--- src/core/sdmrf_pkg.sv ---
`default_nettype none

package sdmrf_pkg;

  // ----------------------------------------
  // Mode addresses
  // ----------------------------------------
  localparam logic [7:0] ADDR_LATENCY_SELECT = 8'h02;
  localparam logic [7:0] ADDR_IO_DRIVE       = 8'h03;
  localparam logic [7:0] ADDR_TEMP_STATUS    = 8'h04;
  localparam logic [7:0] ADDR_MAKER_ID       = 8'h05;
  localparam logic [7:0] ADDR_DIE_REV        = 8'h06;
  localparam logic [7:0] ADDR_SECOND_REV     = 8'h07;
  localparam logic [7:0] ADDR_GEOMETRY       = 8'h08;
  localparam logic [7:0] ADDR_VENDOR_TEST    = 8'h09;
  localparam logic [7:0] ADDR_CALIBRATION    = 8'h0a;

  // ----------------------------------------
  // Reset values and field positions
  // ----------------------------------------
  localparam logic [3:0] LATENCY_RESET  = 4'h1;
  localparam logic [3:0] DRIVE_RESET    = 4'h2;
  localparam int         TUF_BIT        = 7;
  localparam int         HOT_BIT        = 2;
  localparam int         TYPE_LSB       = 0;
  localparam int         DENSITY_LSB    = 2;
  localparam int         WIDTH_LSB      = 6;

  // ----------------------------------------
  // Latency and drive codes
  // ----------------------------------------
  localparam logic [3:0] LAT_MIN = 4'h1;
  localparam logic [3:0] LAT_MAX = 4'h6;
  localparam logic [3:0] DRV_MIN = 4'h1;
  localparam logic [3:0] DRV_MAX = 4'h7;
  localparam logic [3:0] DRV_RSVD = 4'h5;

  // ----------------------------------------
  // Refresh-rate status codes
  // ----------------------------------------
  localparam logic [2:0] RATE_LOW_LIMIT  = 3'h0;
  localparam logic [2:0] RATE_X4         = 3'h1;
  localparam logic [2:0] RATE_X2         = 3'h2;
  localparam logic [2:0] RATE_X1         = 3'h3;
  localparam logic [2:0] RATE_RSVD       = 3'h4;
  localparam logic [2:0] RATE_QTR_NODR   = 3'h5;
  localparam logic [2:0] RATE_QTR_DERATE = 3'h6;
  localparam logic [2:0] RATE_HIGH_LIMIT = 3'h7;

  // ----------------------------------------
  // Calibration commands
  // ----------------------------------------
  typedef enum logic [1:0] {
    SDMRF_CAL_INIT  = 2'b00,
    SDMRF_CAL_LONG  = 2'b01,
    SDMRF_CAL_SHORT = 2'b10,
    SDMRF_CAL_RESET = 2'b11
  } sdmrf_cal_t;

  localparam logic [7:0] CAL_CODE_INIT  = 8'hff;
  localparam logic [7:0] CAL_CODE_LONG  = 8'hab;
  localparam logic [7:0] CAL_CODE_SHORT = 8'h56;
  localparam logic [7:0] CAL_CODE_RESET = 8'hc3;

  // Mode register command from the controller
  typedef struct packed {
    logic       wr;
    logic       rd;
    logic [7:0] mode_address;
    logic [7:0] opcode_bits;
  } sdmrf_cmd_t;

  // Decoded latency pair
  typedef struct packed {
    logic [3:0] read_latency;
    logic [3:0] write_latency;
  } sdmrf_lat_t;

endpackage : sdmrf_pkg

`default_nettype wire

--- src/core/sdmrf_regfile.sv ---
`timescale 1ns/1ps
`default_nettype none

module sdmrf_regfile #(
  parameter logic [7:0] MAKER_CODE   = 8'h5a,  // Arbitrary value
  parameter logic [7:0] DIE_REV_CODE = 8'h11,  // Arbitrary value
  parameter logic [7:0] REV2_CODE    = 8'h3e,  // Arbitrary value
  parameter logic [1:0] DEV_TYPE     = 2'h0,
  parameter logic [3:0] DENSITY      = 4'h7,
  parameter logic [1:0] IO_WIDTH     = 2'h0
) (
  input  wire logic                  core_clk,
  input  wire logic                  rst_n,
  input  wire sdmrf_pkg::sdmrf_cmd_t cmd,
  input  wire logic [2:0]            sensor_rate,
  output logic [7:0]                 rd_data,
  output logic                       rd_valid,
  output sdmrf_pkg::sdmrf_lat_t      latency,
  output logic [3:0]                 drive_strength,
  output logic                       cal_start,
  output sdmrf_pkg::sdmrf_cal_t      cal_kind,
  output logic                       derate_timing,
  output logic                       temp_limit_exceeded
);

  // ----------------------------------------
  // Decode helpers
  // ----------------------------------------
  function automatic sdmrf_pkg::sdmrf_lat_t lat_decode(input logic [3:0] code);
    sdmrf_pkg::sdmrf_lat_t l;
    l = '{read_latency: 4'h3, write_latency: 4'h1};
    case (code)
      4'h2:    l = '{read_latency: 4'h4, write_latency: 4'h2};
      4'h3:    l = '{read_latency: 4'h5, write_latency: 4'h2};
      4'h4:    l = '{read_latency: 4'h6, write_latency: 4'h3};
      4'h5:    l = '{read_latency: 4'h7, write_latency: 4'h4};
      4'h6:    l = '{read_latency: 4'h8, write_latency: 4'h4};
      default: l = '{read_latency: 4'h3, write_latency: 4'h1};
    endcase
    return l;
  endfunction : lat_decode

  function automatic logic drv_legal(input logic [3:0] code);
    return (code >= sdmrf_pkg::DRV_MIN) && (code <= sdmrf_pkg::DRV_MAX) &&
           (code != sdmrf_pkg::DRV_RSVD);
  endfunction : drv_legal

  // ----------------------------------------
  // Legality and read-back helpers
  // ----------------------------------------
  function automatic logic lat_legal(input logic [3:0] code);
    return (code >= sdmrf_pkg::LAT_MIN) && (code <= sdmrf_pkg::LAT_MAX);
  endfunction : lat_legal

  function automatic logic cal_legal(input logic [7:0] code);
    return (code == sdmrf_pkg::CAL_CODE_INIT) || (code == sdmrf_pkg::CAL_CODE_LONG) ||
           (code == sdmrf_pkg::CAL_CODE_SHORT) || (code == sdmrf_pkg::CAL_CODE_RESET);
  endfunction : cal_legal

  function automatic sdmrf_pkg::sdmrf_cal_t cal_decode(input logic [7:0] code);
    sdmrf_pkg::sdmrf_cal_t k;
    k = sdmrf_pkg::SDMRF_CAL_INIT;
    case (code)
      sdmrf_pkg::CAL_CODE_INIT:  k = sdmrf_pkg::SDMRF_CAL_INIT;
      sdmrf_pkg::CAL_CODE_LONG:  k = sdmrf_pkg::SDMRF_CAL_LONG;
      sdmrf_pkg::CAL_CODE_SHORT: k = sdmrf_pkg::SDMRF_CAL_SHORT;
      sdmrf_pkg::CAL_CODE_RESET: k = sdmrf_pkg::SDMRF_CAL_RESET;
      default:                   k = sdmrf_pkg::SDMRF_CAL_INIT;
    endcase
    return k;
  endfunction : cal_decode

  function automatic logic rate_derates(input logic [2:0] rate);
    return (rate == sdmrf_pkg::RATE_QTR_DERATE);
  endfunction : rate_derates

  function automatic logic rate_at_limit(input logic [2:0] rate);
    return (rate == sdmrf_pkg::RATE_LOW_LIMIT) || (rate == sdmrf_pkg::RATE_HIGH_LIMIT);
  endfunction : rate_at_limit

  function automatic logic [7:0] temp_word(input logic flag, input logic [2:0] rate);
    logic [7:0] w;
    w                     = 8'h00;
    w[sdmrf_pkg::TUF_BIT] = flag;
    w[2:0]                = rate;
    return w;
  endfunction : temp_word

  // ----------------------------------------
  // Command decode
  // ----------------------------------------
  logic wr_lat;
  logic wr_drv;
  logic wr_cal;
  logic rd_temp;

  always_comb begin
    wr_lat  = 1'b0;
    wr_drv  = 1'b0;
    wr_cal  = 1'b0;
    rd_temp = cmd.rd && (cmd.mode_address == sdmrf_pkg::ADDR_TEMP_STATUS);
    if (cmd.wr) begin
      case (cmd.mode_address)
        sdmrf_pkg::ADDR_LATENCY_SELECT: wr_lat = 1'b1;
        sdmrf_pkg::ADDR_IO_DRIVE:       wr_drv = 1'b1;
        sdmrf_pkg::ADDR_CALIBRATION:    wr_cal = 1'b1;
        default:                        wr_lat = 1'b0;
      endcase
    end
  end

  // ----------------------------------------
  // Settings group: latency and drive
  // ----------------------------------------
  logic [3:0] lat_code_r;
  logic [3:0] lat_code_nxt;
  logic [3:0] drive_r;
  logic [3:0] drive_nxt;

  always_comb begin
    lat_code_nxt = lat_code_r;
    drive_nxt    = drive_r;
    // Reserved codes keep the previous setting
    if (wr_lat && lat_legal(cmd.opcode_bits[3:0])) begin
      lat_code_nxt = cmd.opcode_bits[3:0];
    end
    if (wr_drv && drv_legal(cmd.opcode_bits[3:0])) begin
      drive_nxt = cmd.opcode_bits[3:0];
    end
  end

  always_ff @(posedge core_clk) begin
    if (!rst_n) begin
      lat_code_r <= sdmrf_pkg::LATENCY_RESET;
      drive_r    <= sdmrf_pkg::DRIVE_RESET;
    end else begin
      lat_code_r <= lat_code_nxt;
      drive_r    <= drive_nxt;
    end
  end

  // ----------------------------------------
  // Temperature group: stored rate and update flag
  // ----------------------------------------
  logic [2:0] rate_r;
  logic [2:0] rate_nxt;
  logic       tuf_r;
  logic       tuf_nxt;
  logic       rate_chg;

  assign rate_chg = (sensor_rate != rate_r);

  always_comb begin
    rate_nxt = sensor_rate;
    tuf_nxt  = tuf_r;
    // Change wins over a same-cycle read clear
    if (rd_temp) begin
      tuf_nxt = 1'b0;
    end
    if (rate_chg) begin
      tuf_nxt = 1'b1;
    end
  end

  always_ff @(posedge core_clk) begin
    if (!rst_n) begin
      rate_r <= sdmrf_pkg::RATE_X1;
      tuf_r  <= 1'b0;
    end else begin
      rate_r <= rate_nxt;
      tuf_r  <= tuf_nxt;
    end
  end

  // ----------------------------------------
  // Read group: read-back data and valid
  // ----------------------------------------
  logic [7:0] rd_data_r;
  logic [7:0] rd_data_nxt;
  logic       rd_valid_r;
  logic       rd_valid_nxt;

  always_comb begin
    rd_valid_nxt = cmd.rd;
    rd_data_nxt  = 8'h00;
    // Read-only registers ignore writes; unlisted addresses read zero
    if (cmd.rd) begin
      case (cmd.mode_address)
        sdmrf_pkg::ADDR_TEMP_STATUS: rd_data_nxt = temp_word(tuf_r, rate_r);
        sdmrf_pkg::ADDR_MAKER_ID:    rd_data_nxt = MAKER_CODE;
        sdmrf_pkg::ADDR_DIE_REV:     rd_data_nxt = DIE_REV_CODE;
        sdmrf_pkg::ADDR_SECOND_REV:  rd_data_nxt = REV2_CODE;
        sdmrf_pkg::ADDR_GEOMETRY: begin
          rd_data_nxt[sdmrf_pkg::TYPE_LSB +: 2]    = DEV_TYPE;
          rd_data_nxt[sdmrf_pkg::DENSITY_LSB +: 4] = DENSITY;
          rd_data_nxt[sdmrf_pkg::WIDTH_LSB +: 2]   = IO_WIDTH;
        end
        default: rd_data_nxt = 8'h00;
      endcase
    end
  end

  always_ff @(posedge core_clk) begin
    if (!rst_n) begin
      rd_data_r  <= 8'h00;
      rd_valid_r <= 1'b0;
    end else begin
      rd_data_r  <= rd_data_nxt;
      rd_valid_r <= rd_valid_nxt;
    end
  end

  // ----------------------------------------
  // Calibration group: start pulse and kind
  // ----------------------------------------
  sdmrf_pkg::sdmrf_cal_t cal_kind_r;
  sdmrf_pkg::sdmrf_cal_t cal_kind_nxt;
  logic                  cal_start_r;
  logic                  cal_start_nxt;

  always_comb begin
    cal_start_nxt = 1'b0;
    cal_kind_nxt  = cal_kind_r;
    // Reserved codes neither pulse nor change the kind
    if (wr_cal && cal_legal(cmd.opcode_bits)) begin
      cal_start_nxt = 1'b1;
      cal_kind_nxt  = cal_decode(cmd.opcode_bits);
    end else if (wr_cal) begin
      cal_start_nxt = 1'b0;
    end
  end

  always_ff @(posedge core_clk) begin
    if (!rst_n) begin
      cal_start_r <= 1'b0;
      cal_kind_r  <= sdmrf_pkg::SDMRF_CAL_INIT;
    end else begin
      cal_start_r <= cal_start_nxt;
      cal_kind_r  <= cal_kind_nxt;
    end
  end

  // ----------------------------------------
  // Output group: decoded settings and rate status
  // ----------------------------------------
  sdmrf_pkg::sdmrf_lat_t lat_out_r;
  sdmrf_pkg::sdmrf_lat_t lat_out_nxt;
  logic                  derate_r;
  logic                  derate_nxt;
  logic                  limit_r;
  logic                  limit_nxt;

  // Decoded from next values so outputs track the stored state without lag
  always_comb begin
    lat_out_nxt = lat_decode(lat_code_nxt);
    derate_nxt  = rate_derates(rate_nxt);
    limit_nxt   = rate_at_limit(rate_nxt);
  end

  always_ff @(posedge core_clk) begin
    if (!rst_n) begin
      lat_out_r <= lat_decode(sdmrf_pkg::LATENCY_RESET);
      derate_r  <= rate_derates(sdmrf_pkg::RATE_X1);
      limit_r   <= rate_at_limit(sdmrf_pkg::RATE_X1);
    end else begin
      lat_out_r <= lat_out_nxt;
      derate_r  <= derate_nxt;
      limit_r   <= limit_nxt;
    end
  end

  // ----------------------------------------
  // Outputs
  // ----------------------------------------
  assign rd_data             = rd_data_r;
  assign rd_valid            = rd_valid_r;
  assign latency             = lat_out_r;
  assign drive_strength      = drive_r;
  assign cal_start           = cal_start_r;
  assign cal_kind            = cal_kind_r;
  assign derate_timing       = derate_r;
  assign temp_limit_exceeded = limit_r;

endmodule : sdmrf_regfile

`default_nettype wire

--- config.mk ---
export PLATFORM = sky130hd
export DESIGN_NAME = sdmrf_regfile
export DESIGN_NICKNAME = d
export VERILOG_FILES = /design/src/core/sdmrf_pkg.sv /design/src/core/sdmrf_regfile.sv
export SDC_FILE = /design/constraint.sdc
export NUM_CORES = 1
export LEC_CHECK = 0
export ABC_AREA = 1
export ABC_CLOCK_PERIOD_IN_PS = 1950
export BUFFER_PORTS_ARGS = -buffer_cell sky130_fd_sc_hd__buf_4
export CELL_PAD_IN_SITES_DETAIL_PLACEMENT = 1
export CELL_PAD_IN_SITES_GLOBAL_PLACEMENT = 1
export CORE_ASPECT_RATIO = 1.4
export CORE_MARGIN = 2
export CORE_UTILIZATION = 35
export CTS_CLUSTER_SIZE = 28
export DETAILED_ROUTE_END_ITERATION = 10
export GPL_TIMING_DRIVEN = 0
export PLACE_DENSITY_LB_ADDON = 0.1
export SLEW_MARGIN = 20
export SYNTH_ARGS = -nofsm -noshare
export SYNTH_HDL_FRONTEND = slang
export SYNTH_SLANG_ARGS = --single-unit
export TNS_END_PERCENT = 100
--- constraint.sdc ---
create_clock -name core_clk -period 1.95 [get_ports core_clk]
set_input_delay 0.4875 -clock core_clk [delete_from_list [all_inputs] [get_ports core_clk]]
set_output_delay 0.4875 -clock core_clk [all_outputs]
set_load 0.01 [all_outputs]
======== Word-level counts from Yosys, hierarchy flattened ========
Index checks and enable logic that the tools add are counted.
cells by class
  magnitude comparators ................... 3
  eq/ne operators ......................... 21
  mux-type cells .......................... 13
  reduce and logical (&&, ||, !) cells .... 14
operators with widths
  operator                                                                           count
  8-bit one-hot mux with 5 select lines                                              2
  8-bit by 3-bit == test with 1-bit output (second input constant)                   4
  8-bit == test (second input constant)                                              3
  8-bit by 2-bit == test with 1-bit output (second input constant)                   2
  8-bit by 4-bit == test with 1-bit output (second input constant)                   2
  4-bit by 3-bit == test with 1-bit output (second input constant)                   3
  1-bit two-way mux                                                                  9
  4-bit by 2-bit == test with 1-bit output (second input constant)                   2
  8-bit by 7-bit == test with 1-bit output (second input constant)                   1
  4-bit by 3-bit less-or-equal comparator with 1-bit output (second input constant)  2
  1-bit logical AND                                                                  7
  3-bit == test (second input constant)                                              2
  2-bit one-hot mux with 3 select lines                                              1
  4-bit by 1-bit >= comparator with 1-bit output (second input constant)             1
  1-bit logical OR                                                                   4
  4-bit two-way mux                                                                  1
  4-bit by 3-bit inequality test with 1-bit output (second input constant)           1
  3-bit zero test                                                                    1
  3-bit inequality test                                                              1
  2-bit AND reduction                                                                1
  2-bit nonzero test                                                                 1
word-level totals
  register bits after elaboration ......... 34
  bits of input ports ..................... 23

======== Depth between registers and ports, before layout ========
Gate-level depths: netlist (run 1).
  depth after elaboration ................. 7
  depth in mapped cells ................... 12
  depth with buffers taken out ............ 12

======== Worst setup path after synthesis (run 1) ========
Ideal clock, no wire load.
  path kind ............................... input port to flip-flop
  from .................................... in cmd[15] in the netlist's numbering
  to ...................................... reg lat_out_r (netlist bit latency[0])
  setup time .............................. 0.114 ns
  arrival time ............................ 1.524 ns
  setup slack ............................. 0.312 ns
  stages on the path ...................... 10
  buffers on the path ..................... 0
  cell sequence ........................... nor2_1 nand3_2 nor2_8 nand2_4 nand2_4 nand3_4 nor2_2 nor2_1 nand2_2 nand2_1
on the way
  cells in the longest elaborated chain, start to end .. 7
RTL lines
  what                                                                                                  line                  text
  start, declared                                                                                       sdmrf_regfile.sv:14   input wire sdmrf_pkg::sdmrf_cmd_t cmd,
  8-bit by 2-bit == test with 1-bit output *                                                            sdmrf_regfile.sv:103  case (cmd.mode_address)
  1-bit two-way mux *                                                                                   sdmrf_regfile.sv:103
  1-bit two-way mux *                                                                                   sdmrf_regfile.sv:102  if (cmd.wr) begin
  1-bit logical AND *                                                                                   sdmrf_regfile.sv:124  if (wr_lat && lat_legal(cmd.opcode_bits[3:0])) begin
  4-bit two-way mux *                                                                                   sdmrf_regfile.sv:124
  4-bit by 3-bit == test with 1-bit output or 4-bit by 2-bit == test with 1-bit output (tied branches)  sdmrf_regfile.sv:32   case (code)
  8-bit one-hot mux with 5 select lines *                                                               sdmrf_regfile.sv:32
  end signal, assigned                                                                                  sdmrf_regfile.sv:262  lat_out_r <= lat_decode(sdmrf_pkg::LATENCY_RESET);
  end signal, assigned                                                                                  sdmrf_regfile.sv:266  lat_out_r <= lat_out_nxt;
  end, declared                                                                                         sdmrf_regfile.sv:246  sdmrf_pkg::sdmrf_lat_t lat_out_r;
Mark *: on every way between the ends. The rest lies on a longest branch, timed or not.
A chain may end at the register's enable or synchronous reset.

======== Final worst setup path (run 1) ========
  from .................................... in cmd[15] in the netlist's numbering
  to ...................................... reg lat_out_r (netlist bit latency[4])
The elaborated chain is that of the path after synthesis.

==> results.toml, run 1 <==
[status]
status = "complete, no violations"

[timing]
fin_skew_ps = 2.10
finalCriticalPeriod_ps = 1630
tightest_slew_ps = 532
rsz0062_at_grt = "false"
hold_viol_final = 0
tns_ps = 0
maxSlewHeadroom_pct = 64.1
slew_violations = 0
setup_violations = 0
max_freq_mhz = 615
min_period_over_period_pct = 83.4

[worst_setup_path]
critPathKind = "input pin to flop"
cp-end-kind = "flop"
cp.arrival_ps = 1800
worst-path-max-fanout = 7
path_cells = "buf_4 -> nor2_1 -> nand3_2 -> nor2_8 -> nand2_4 -> nand2_4 -> nand3_4 -> nor2_2 -> nor2_1 -> nand2_2 -> nand2_1"
crit_cells = 11
r2r_cells = 8
startpoint_type = "input pin"
critPathMaxStageDelay_ps = 220
crit_family = "simple AND/OR/NAND/NOR gates"
critical_path_buf_inv_count = 1
critPathSlowestCell = "nor2_8"
worstPathRequired_ps = 2130

[floorplanning]
row_count = 28
initial_core_util_pct = 36.9
die_h_microns = 83.4
dieWidth_microns = 60.7
coreArea_sq_um = 4270
ios = 49
die_area_sq_um = 5060

[final_layout]
layout_common_cells = "buf_4 (47), nand2_1 (42), dfxtp_1 (33)"
final_nets = 291
diodes = 0
area_growth_pct = 34.1
final_area_sq_um = 2110
layout-drive-gt1-share_pct = 31.2
fillers = 571
layout_commonest_cell = "buf_4"

[yosys]
yosys_warnings = 0
syn_avg_cell_area_sq_um = 7.33
synth_edf_count = 0
async_flop_share_pct = 0
ys.flop_type = "dfxtp_1"
yosysUniqueCellTypes = 31
synth_area_sq_um = 1580
synth_nets = 238
synth.yosys.seq_area_share_pct = 41.9
synthCells = 215
synth_seq_cells = 33

[grt]
overflow = 0
busiest_layer = "met2"
grt_max_degree = 11
grt_usage_pct = 15.4
antenna_found_initial = 0
use_met2_pct = 27.7
grt_pass1_vias = 1489
grt.met1_usage_pct = 16.8
grt.met3_usage_pct = 3.43
grt_pass1_wl_mm = 6.15

[detailed_routing]
viasPerCell = 4.50
post-route-drc-count = 0
vias = 1480
ant_nets = 0
finalWirelength_mm = 3.55
dr.first_iter.drc_count = 27
routedWlPerCell_microns = 10.8
drt_pre_antenna_iters = 4

[cts]
cts_tree = "done"
ctsResizeCount = 0
clk_latency_ps = 280
tritoncts.num_buffers = 5
root_buffer = "clkbuf_8"
ctsHoldBuffers = 0
clkSinkCount = 33
cts.htree.levels = 2
clkTransAtPathRegs_ps = 60
postCtsSetupBuffers = 0
clk_path_buf_depth = 2

[placement]
place_hpwl_mm = 2.87
placed_area_sq_um = 2000
gp_congestion = 0.768
numPortBuffers = 46

[power]
p_leak_nw = 1.09
power_density_nw_per_um2 = 696
worst_ir_drop_vdd_uv = 340

[hold_path]
hold_depth = 2
min_path_type = "input pin to flop"

[flow_run]
max-cap-violations = 0
## registers in the layout, indices dropped and copies added (netlist names)
register,cells
cal_kind,2
cal_start,1
derate_timing,1
drive_strength,4
lat_code_r,4
latency,7
rate_r,3
rd_data,8
rd_valid,1
temp_limit_exceeded,1
tuf_r,1
## layer usage
layer / wire length, microns / up-vias
met5: 0 / -
met2: 1940 / 38
li1: - / 769
met1: 1390 / 667
met3: 158 / 6
met4: 58 / 0
## report_power, final
part           switching, mW  total (mW)  internal (mW)
Combinational         0.0715       0.127         0.0553
Sequential           0.00391       0.686          0.682
Clock                  0.240       0.656          0.416
## cells in the mapped netlist, types with 2 or more instances
master	instances	area share, %
nor2_2	3	1.2
inv_1	32	7.6
o21ai_0	6	1.9
nand3_2	3	1.9
nor3_1	6	1.9
or2_2	2	0.79
nand2_4	3	2.1
nand3_1	14	4.4
nor2_1	29	6.9
a21oi_1	2	0.64
nand4_1	7	2.8
dfxtp_1	33	42
xnor2_1	3	1.7
nand2_1	42	10
inv_2	5	1.2
nand2_2	8	3.2
nor2_4	3	2.1
## kinds of logic after synthesis
logic type / Yosys count / synth area share, %
XOR/XNOR: 3 / 1.67
other: 1 / 0.238
AND/OR/NAND/NOR: 123 / 40.2
AO/OA/AOI/OAI: 14 / 5.96
flip-flops: 33 / 41.9
buffers and inverters: 41 / 10.0
## path summary, 6_finish.rpt
kind | startpoint | end | slack (ps)
max reg2reg | lat_code_r[0]$_SDFF_PN1_ | latency[4]$_SDFF_PN1_ | 920
min | sensor_rate[0] | derate_timing$_SDFF_PN0_ | 390
max | cmd[15] | latency[4]$_SDFF_PN1_ | 320
min reg2reg | tuf_r$_SDFFE_PN0P_ | rd_data[7]$_SDFF_PN0_ | 430
## through the flow
stage | std cells | hold WS [ps] | power, mW | util (%) | setup slack (ps)
CTS | 329 | 381 | 1.49 | 49.4 | 307
global route | 329 | 385 | 1.53 | 49.4 | 136
detailed placement | 321 | 423 | 0.829 | 46.7 | 10.6
finish | 329 | 387 | 1.47 | 49.4 | 324
global placement | 321 | 423 | 0.827 | 46.7 | 22.3
floorplan | 215 | 405 | 0.763 | - | 312
## layout make-up
type / count / area (sq um) / share of cell area [%]
flip-flops and latches: 33 / 661 / 31.3
repair buffers: 46 / 345 / 16.4
clock buffers: 7 / 86.3 / 4.09
inverters: 38 / 143 / 6.75
plain buffers: 3 / 15.0 / 0.711
well taps: 60 / 75.1 / 3.55
clock inverters: 1 / 30.0 / 1.42
multi-input cells: 141 / 757 / 35.8
## worst reg2reg max path, cell delays in order, from the launching register on
cell and delay, ps:
dfxtp_1 320, inv_1 60, nand2_2 50, nand2_2 110
nand2_2 70, nor2_2 120, nor2_1 70, nand2_2 80
nand2_1 50
(Power assumes the default switching activity.)
==> run 2, diff against run 1 <==
--- a/config.mk
+++ b/config.mk
@@ -5,14 +5,14 @@
 export SDC_FILE = /design/constraint.sdc
 export NUM_CORES = 1
 export LEC_CHECK = 0
-export ABC_AREA = 1
-export ABC_CLOCK_PERIOD_IN_PS = 1950
+export ABC_AREA = 0
+export ABC_CLOCK_PERIOD_IN_PS = 1400
 export BUFFER_PORTS_ARGS = -buffer_cell sky130_fd_sc_hd__buf_4
 export CELL_PAD_IN_SITES_DETAIL_PLACEMENT = 1
 export CELL_PAD_IN_SITES_GLOBAL_PLACEMENT = 1
 export CORE_ASPECT_RATIO = 1.4
 export CORE_MARGIN = 2
-export CORE_UTILIZATION = 35
+export CORE_UTILIZATION = 34
 export CTS_CLUSTER_SIZE = 28
 export DETAILED_ROUTE_END_ITERATION = 10
 export GPL_TIMING_DRIVEN = 0
==> constraint.sdc (replaced) <==
create_clock -name core_clk -period 1.4 [get_ports core_clk]
set_input_delay 0.35 -clock core_clk [delete_from_list [all_inputs] [get_ports core_clk]]
set_output_delay 0.35 -clock core_clk [all_outputs]
set_load 0.01 [all_outputs]
==> run 2 against run 1 <==
The flow now finishes with violations (setup timing). Via count increased by 7.0%. Critical path depth shrank 3. Cell count fell by 7.3%. Sequential power grew 40%. Die area is 3.6% higher. Global-route usage rose by 4.0 points. Worst hold slack lost 100 ps. Register-to-register slack got worse by 880 ps. Setup slack worse by 890 ps. Synthesized area up 0.87%. Critical path type unchanged.
==> results.toml, run 2 <==
[power]
total_power_mw = 1.94
worst_ir_drop_vdd_uv = 466
power_density_nw_per_um2 = 756
swShare_pct = 26.9
pwr-share-seq_pct = 49.5
clockPowerShare_pct = 36.9
internal_power_mw = 1.41
combPwrFrac_pct = 13.6
p_leak_nw = 1.04
power_switching_mw = 0.522

[final_layout]
area_growth_pct = 61.2
final_area_sq_um = 2560
largest_reg_flops = 8
layout_common_cells = "buf_4 (55), dfxtp_1 (33), buf_6 (15)"
final_nets = 265
diodes = 0
layout_commonest_cell = "buf_4"
layout-drive-gt1-share_pct = 52.7

[timing]
setup_violations = 24
rsz0062_at_grt = "true"
slew_violations = 0
hold_viol_final = 0
maxSlewHeadroom_pct = 64.0
max_freq_mhz = 509
fin_skew_ps = 6.41
fin_ws_ps = -564
tightest_slew_ps = 537
finalCriticalPeriod_ps = 1960
min_period_over_period_pct = 140

[yosys]
synth_top_area_share_pct = 41.6
async_flop_share_pct = 0
netlist_top_cells_count = "dfxtp_1 (33), nor2_1 (15), nand2_1 (10), a21oi_1 (8), nand3_1 (7)"
syn_avg_cell_area_sq_um = 9.52
synth_nets = 190
yosys_warnings = 0
synth.yosys.seq_area_share_pct = 41.6
synthCells = 167
synth_area_sq_um = 1590
ys.flop_type = "dfxtp_1"
ys_top_cells_by_area = "dfxtp_1 (42%), nor2_1 (3.5%), xor2_1 (2.8%), clkbuf_8 (2.6%), a21oi_1 (2.5%)"
synth_seq_cells = 33
synth_edf_count = 0
synth.largest_area_cell = "dfxtp_1"
yosysUniqueCellTypes = 55
synth.most_common_cell = "dfxtp_1"

[grt]
grt_pass1_wl_mm = 7.51
antenna_found_initial = 0
overflow = 0
grt_max_degree = 12
grt_pass1_vias = 1588
grt_usage_pct = 19.4

[detailed_routing]
vias = 1583
ant_nets = 0
viasPerCell = 5.19
drt_pre_antenna_iters = 4
post-route-drc-count = 0
dr.first_iter.drc_count = 44
finalWirelength_mm = 5.18
routedWlPerCell_microns = 17.0

[placement]
place_hpwl_mm = 3.30
placed_area_sq_um = 2020
gp_congestion = 0.775
numPortBuffers = 45

[worst_setup_path]
worstPathRequired_ps = 1600
crit_cells = 8
r2r_cells = 6
cp.arrival_ps = 2160
path_cells = "buf_6 -> or4_4 -> nor4b_4 -> buf_6 -> buf_4 -> a31oi_4 -> buf_4 -> a211oi_2"
critPathMaxStageDelay_ps = 560
worst-path-max-fanout = 5
critPathKind = "input pin to flop"
startpoint_type = "input pin"
critPathSlowestCell = "or4_4"
cp-end-kind = "flop"
crit_family = "simple AND/OR/NAND/NOR gates"
critical_path_buf_inv_count = 4

[hold_path]
hold_depth = 2
min_path_type = "input pin to flop"

[cts]
tritoncts.num_buffers = 5
ctsHoldBuffers = 0
root_buffer = "clkbuf_8"
clkSinkCount = 33
cts.htree.levels = 2
clk_latency_ps = 290
cts_tree = "done"
clkTransAtPathRegs_ps = 70
clk_path_buf_depth = 2

[status]
status = "finished, violations left"
failed_checks = "setup timing"

[floorplanning]
initial_core_util_pct = 35.3
dieWidth_microns = 61.8
coreArea_sq_um = 4500
row_count = 29
die_h_microns = 84.9
die_area_sq_um = 5240
ios = 49

[flow_run]
max-cap-violations = 0
run 2: cell count changes after synthesis, sizes merged, moves of 4 or more:
cell	change
a21oi	+6
and3	+7
clkbuf	+4
inv	-33
mux2i	+4
nand2	-42
nand3	-11
nand3b	+4
nand4	-7
nor2	-21
xor2	+5
run 2: area by class of cell:
class,count,area [sq um]
buffer,10,109
clock buffer,5,68.8
clock inverter,3,17.5
fill,525,1940
inverter,5,18.8
multi-input combinational,119,1040
sequential,33,661
tap,62,77.6
timing repair buffer,68,569
run 2: kinds of logic after synthesis:
family	after synthesis	share of synthesized area [%]
other cells	1	0.236
compound gates	31	14.2
buf+inv	15	7.24
mux	5	3.46
simple gates	74	28.9
flops	33	41.6
xor+xnor	8	4.41
run 2: path summary, 6_finish.rpt:
check / from / endpoint / slack, ps
max: cmd[15] / latency[7]$_SDFF_PN0_ / -560
min: sensor_rate[1] / rate_r[1]$_SDFF_PN1_ / 280
max reg2reg: lat_code_r[1]$_SDFF_PN0_ / latency[1]$_SDFF_PN0_ / 40
min reg2reg: cal_kind[1]$_SDFFE_PN0P_ / cal_kind[1]$_SDFFE_PN0P_ / 480
run 2: through the flow:
stage | setup slack, ps | TNS, ps | hold WS [ps] | util (%) | cells
global placement | -995 | -18200 | 430 | 44.8 | 274
CTS | -538 | -8100 | 282 | 52.9 | 297
finish | -564 | -10000 | 284 | 56.9 | 305
detailed placement | -1010 | -18780 | 433 | 44.8 | 274
global route | -623 | -11090 | 282 | 56.9 | 305
floorplan | -653 | -10640 | 408 | - | 167
run 2: power by group through the flow:
| stage | Clock, mW | Sequential [mW] | Combinational [mW] |
|---|---|---|---|
| after floorplan | 0 | 0.978 | 0.101 |
| after CTS | 0.723 | 0.957 | 0.233 |
| after global routing | 0.781 | 0.958 | 0.283 |
| after global placement | 0 | 0.978 | 0.195 |
| after detailed placement | 0 | 0.978 | 0.201 |
| final | 0.714 | 0.958 | 0.264 |
run 2: timing repair:
item                                    CTS  global route
cloned                                    1             0
pin swaps                                16            19
gates resized for setup                  34            24
buffers inserted                         14             8
endpoints found under the setup margin   26            25
run 2: layer usage:
layer | vias to the layer above | routed length [microns] | global-route usage, %
met5 | - | 0 | 0
met4 | 0 | 100 | 7.54
met3 | 8 | 188 | 4.12
met2 | 38 | 3030 | 36.2
met1 | 782 | 1860 | 19.8
li1 | 755 | - | -
==> run 3, diff against run 2 <==
--- a/config.mk
+++ b/config.mk
@@ -12,7 +12,8 @@
 export CELL_PAD_IN_SITES_GLOBAL_PLACEMENT = 1
 export CORE_ASPECT_RATIO = 1.4
 export CORE_MARGIN = 2
-export CORE_UTILIZATION = 34
+export CORE_UTILIZATION = 35
+export CTS_BUF_LIST = sky130_fd_sc_hd__clkbuf_8
 export CTS_CLUSTER_SIZE = 28
 export DETAILED_ROUTE_END_ITERATION = 10
 export GPL_TIMING_DRIVEN = 0
==> run 3 against run 2 <==
The flow still finishes with violations (setup timing). Power shrank 1.2%. Setup slack improved by 94 ps. Count of clock-buffer cells in the layout did not move. Highest routed layer unchanged. Critical path depth is the same. Via count shrank 4.2%. Clock power hardly changed. Clock skew up 2.8 ps. Combinational power shrank 8.0%. Utilization shrank 2.9 points. Sequential power about the same. Critical endpoint is now latency[4]$_SDFF_PN1_. Cell count is 3.6% lower. Largest cell class unchanged. Wire length fell by 11%.
==> results.toml, run 3 (synthesis gave the netlist of run 2 again) <==
[cts]
clk_latency_ps = 290
tritoncts.num_buffers = 5
clkSinkCount = 33
clkTransAtPathRegs_ps = 70
root_buffer = "clkbuf_8"
clk_path_buf_depth = 2
cts_tree = "done"
cts.htree.levels = 2

[grt]
antenna_found_initial = 0
grt_pass1_vias = 1586
grt_max_degree = 12
overflow = 0
grt.met3_usage_pct = 4.34
grt_usage_pct = 19.6
grt_pass1_wl_mm = 7.58
busiest_layer = "met2"
use_met2_pct = 35.3
grt.met1_usage_pct = 22.7

[placement]
dp_slack_ps = -1020
numPortBuffers = 45
place_inst = 274
place_hpwl_mm = 3.21
gp_congestion = 0.780

[worst_setup_path]
cp-end-kind = "flop"
worst-path-max-fanout = 7
worstPathRequired_ps = 1620
path_cells = "buf_6 -> or4_4 -> nor4b_4 -> buf_6 -> nand2_4 -> buf_6 -> mux2_4 -> o211ai_2"
critPathKind = "input pin to flop"
cp_common_cell = "buf_6"
critical_path_buf_inv_count = 3
critPathSlowestCell = "or4_4"
cp.arrival_ps = 2090
crit_family = "simple AND/OR/NAND/NOR gates"
critPathMaxStageDelay_ps = 560
startpoint_type = "input pin"

[detailed_routing]
ant_nets = 0
dr.first_iter.drc_count = 32
finalWirelength_mm = 4.61
vias = 1516
drt_pre_antenna_iters = 4
viasPerCell = 5.16
routedWlPerCell_microns = 15.7
post-route-drc-count = 0

[final_layout]
stdcell_count = 294
layout-drive-gt1-share_pct = 50.4
largest_reg_flops = 8
final_nets = 254
layout_commonest_cell = "buf_4"
layout_common_cells = "buf_4 (51), dfxtp_1 (33), nor2_1 (11)"
diodes = 0
area_growth_pct = 51.8

[status]
failed_checks = "setup timing"
status = "finished, violations left"

[floorplanning]
row_count = 29
coreArea_sq_um = 4460
dieWidth_microns = 60.9
die_h_microns = 83.7
initial_core_util_pct = 35.6
die_area_sq_um = 5100
ios = 49

[timing]
slew_violations = 0
fin_hold_ws_ps = 297
fin_skew_ps = 9.26
max_freq_mhz = 535
min_period_over_period_pct = 134
setup_violations = 24
finalCriticalPeriod_ps = 1870
tightest_slew_ps = 514
rsz0062_at_grt = "true"
hold_viol_final = 0
maxSlewHeadroom_pct = 65.7
fin_ws_ps = -470

[power]
worst_ir_drop_vdd_uv = 485
power_density_nw_per_um2 = 793
p_leak_nw = 1.00

[flow_run]
max-cap-violations = 0

[hold_path]
min_path_type = "input pin to flop"
[run 3: cell types whose count changed in the layout (fill, tap and decap cells not counted), moves of 2 or more]
cell    delta
and2_2     +2
and2_4     -2
buf_4      -4
buf_6      -6
[run 3: where the power goes]
| group | internal (mW) | switching (mW) | leakage (nW) |
|---|---|---|---|
| clock | 0.343 | 0.370 | 0.0439 |
| combinational | 0.110 | 0.133 | 0.689 |
| sequential | 0.950 | 0.00790 | 0.268 |
[run 3: worst paths after layout]
path / from / to / slack (ps) / cells past startpoint
worst min register to register: drive_strength[0]$_SDFFE_PN0P_ / drive_strength[0]$_SDFFE_PN0P_ / 490 / 2
worst max register to register: lat_code_r[1]$_SDFF_PN0_ / latency[1]$_SDFF_PN0_ / -30 / 6
worst min-delay path: sensor_rate[0] / rate_r[0]$_SDFF_PN1_ / 300 / 2
worst max-delay path: cmd[12] / latency[4]$_SDFF_PN1_ / -470 / 8
[run 3: cell type report]
cell class              instances  area, sq um
clock buffers                   5         68.8
fillers                       517         2050
multi-input cells             119         1000
plain buffers                  10         98.8
flip-flops and latches         33          661
inverters                       5         18.8
well taps                      62         77.6
clock inverters                 3         17.5
repair buffers                 57          467
[run 3: metrics by stage]
step | TNS (ps) | util, % | total power [mW] | instance area, sq um
after floorplan | -10640 | - | 1.08 | 1600
after global placement | -18270 | 45.2 | 1.17 | 2020
after detailed placement | -18540 | 45.2 | 1.18 | 2020
after CTS | -7310 | 52.2 | 1.92 | 2330
after global routing | -9460 | 54.1 | 2.01 | 2410
final | -8160 | 54.1 | 1.91 | 2410
[run 3: worst register-to-register path, delay by kind of cell, from the launching register on]
kind / cells / cell delay [ps]
buffers and inverters: 1 / 160
AOI/OAI and AO/OA: 2 / 440
DFF: 1 / 310
and+or+nand+nor: 3 / 400
[run 3: repair_timing]
item / 4_1_cts / 5_1_grt
buffers inserted: 10 / 2
pin swaps: 12 / 11
hold buffers: 0 / 0
setup endpoints to repair: 26 / 26
resized for setup: 28 / 14
[run 3: layer usage]
metal,vias to the layer above,part of all wire (%)
met2,36,56
met3,4,3.9
li1,729,-
met1,747,39
met4,0,0.78
met5,-,0
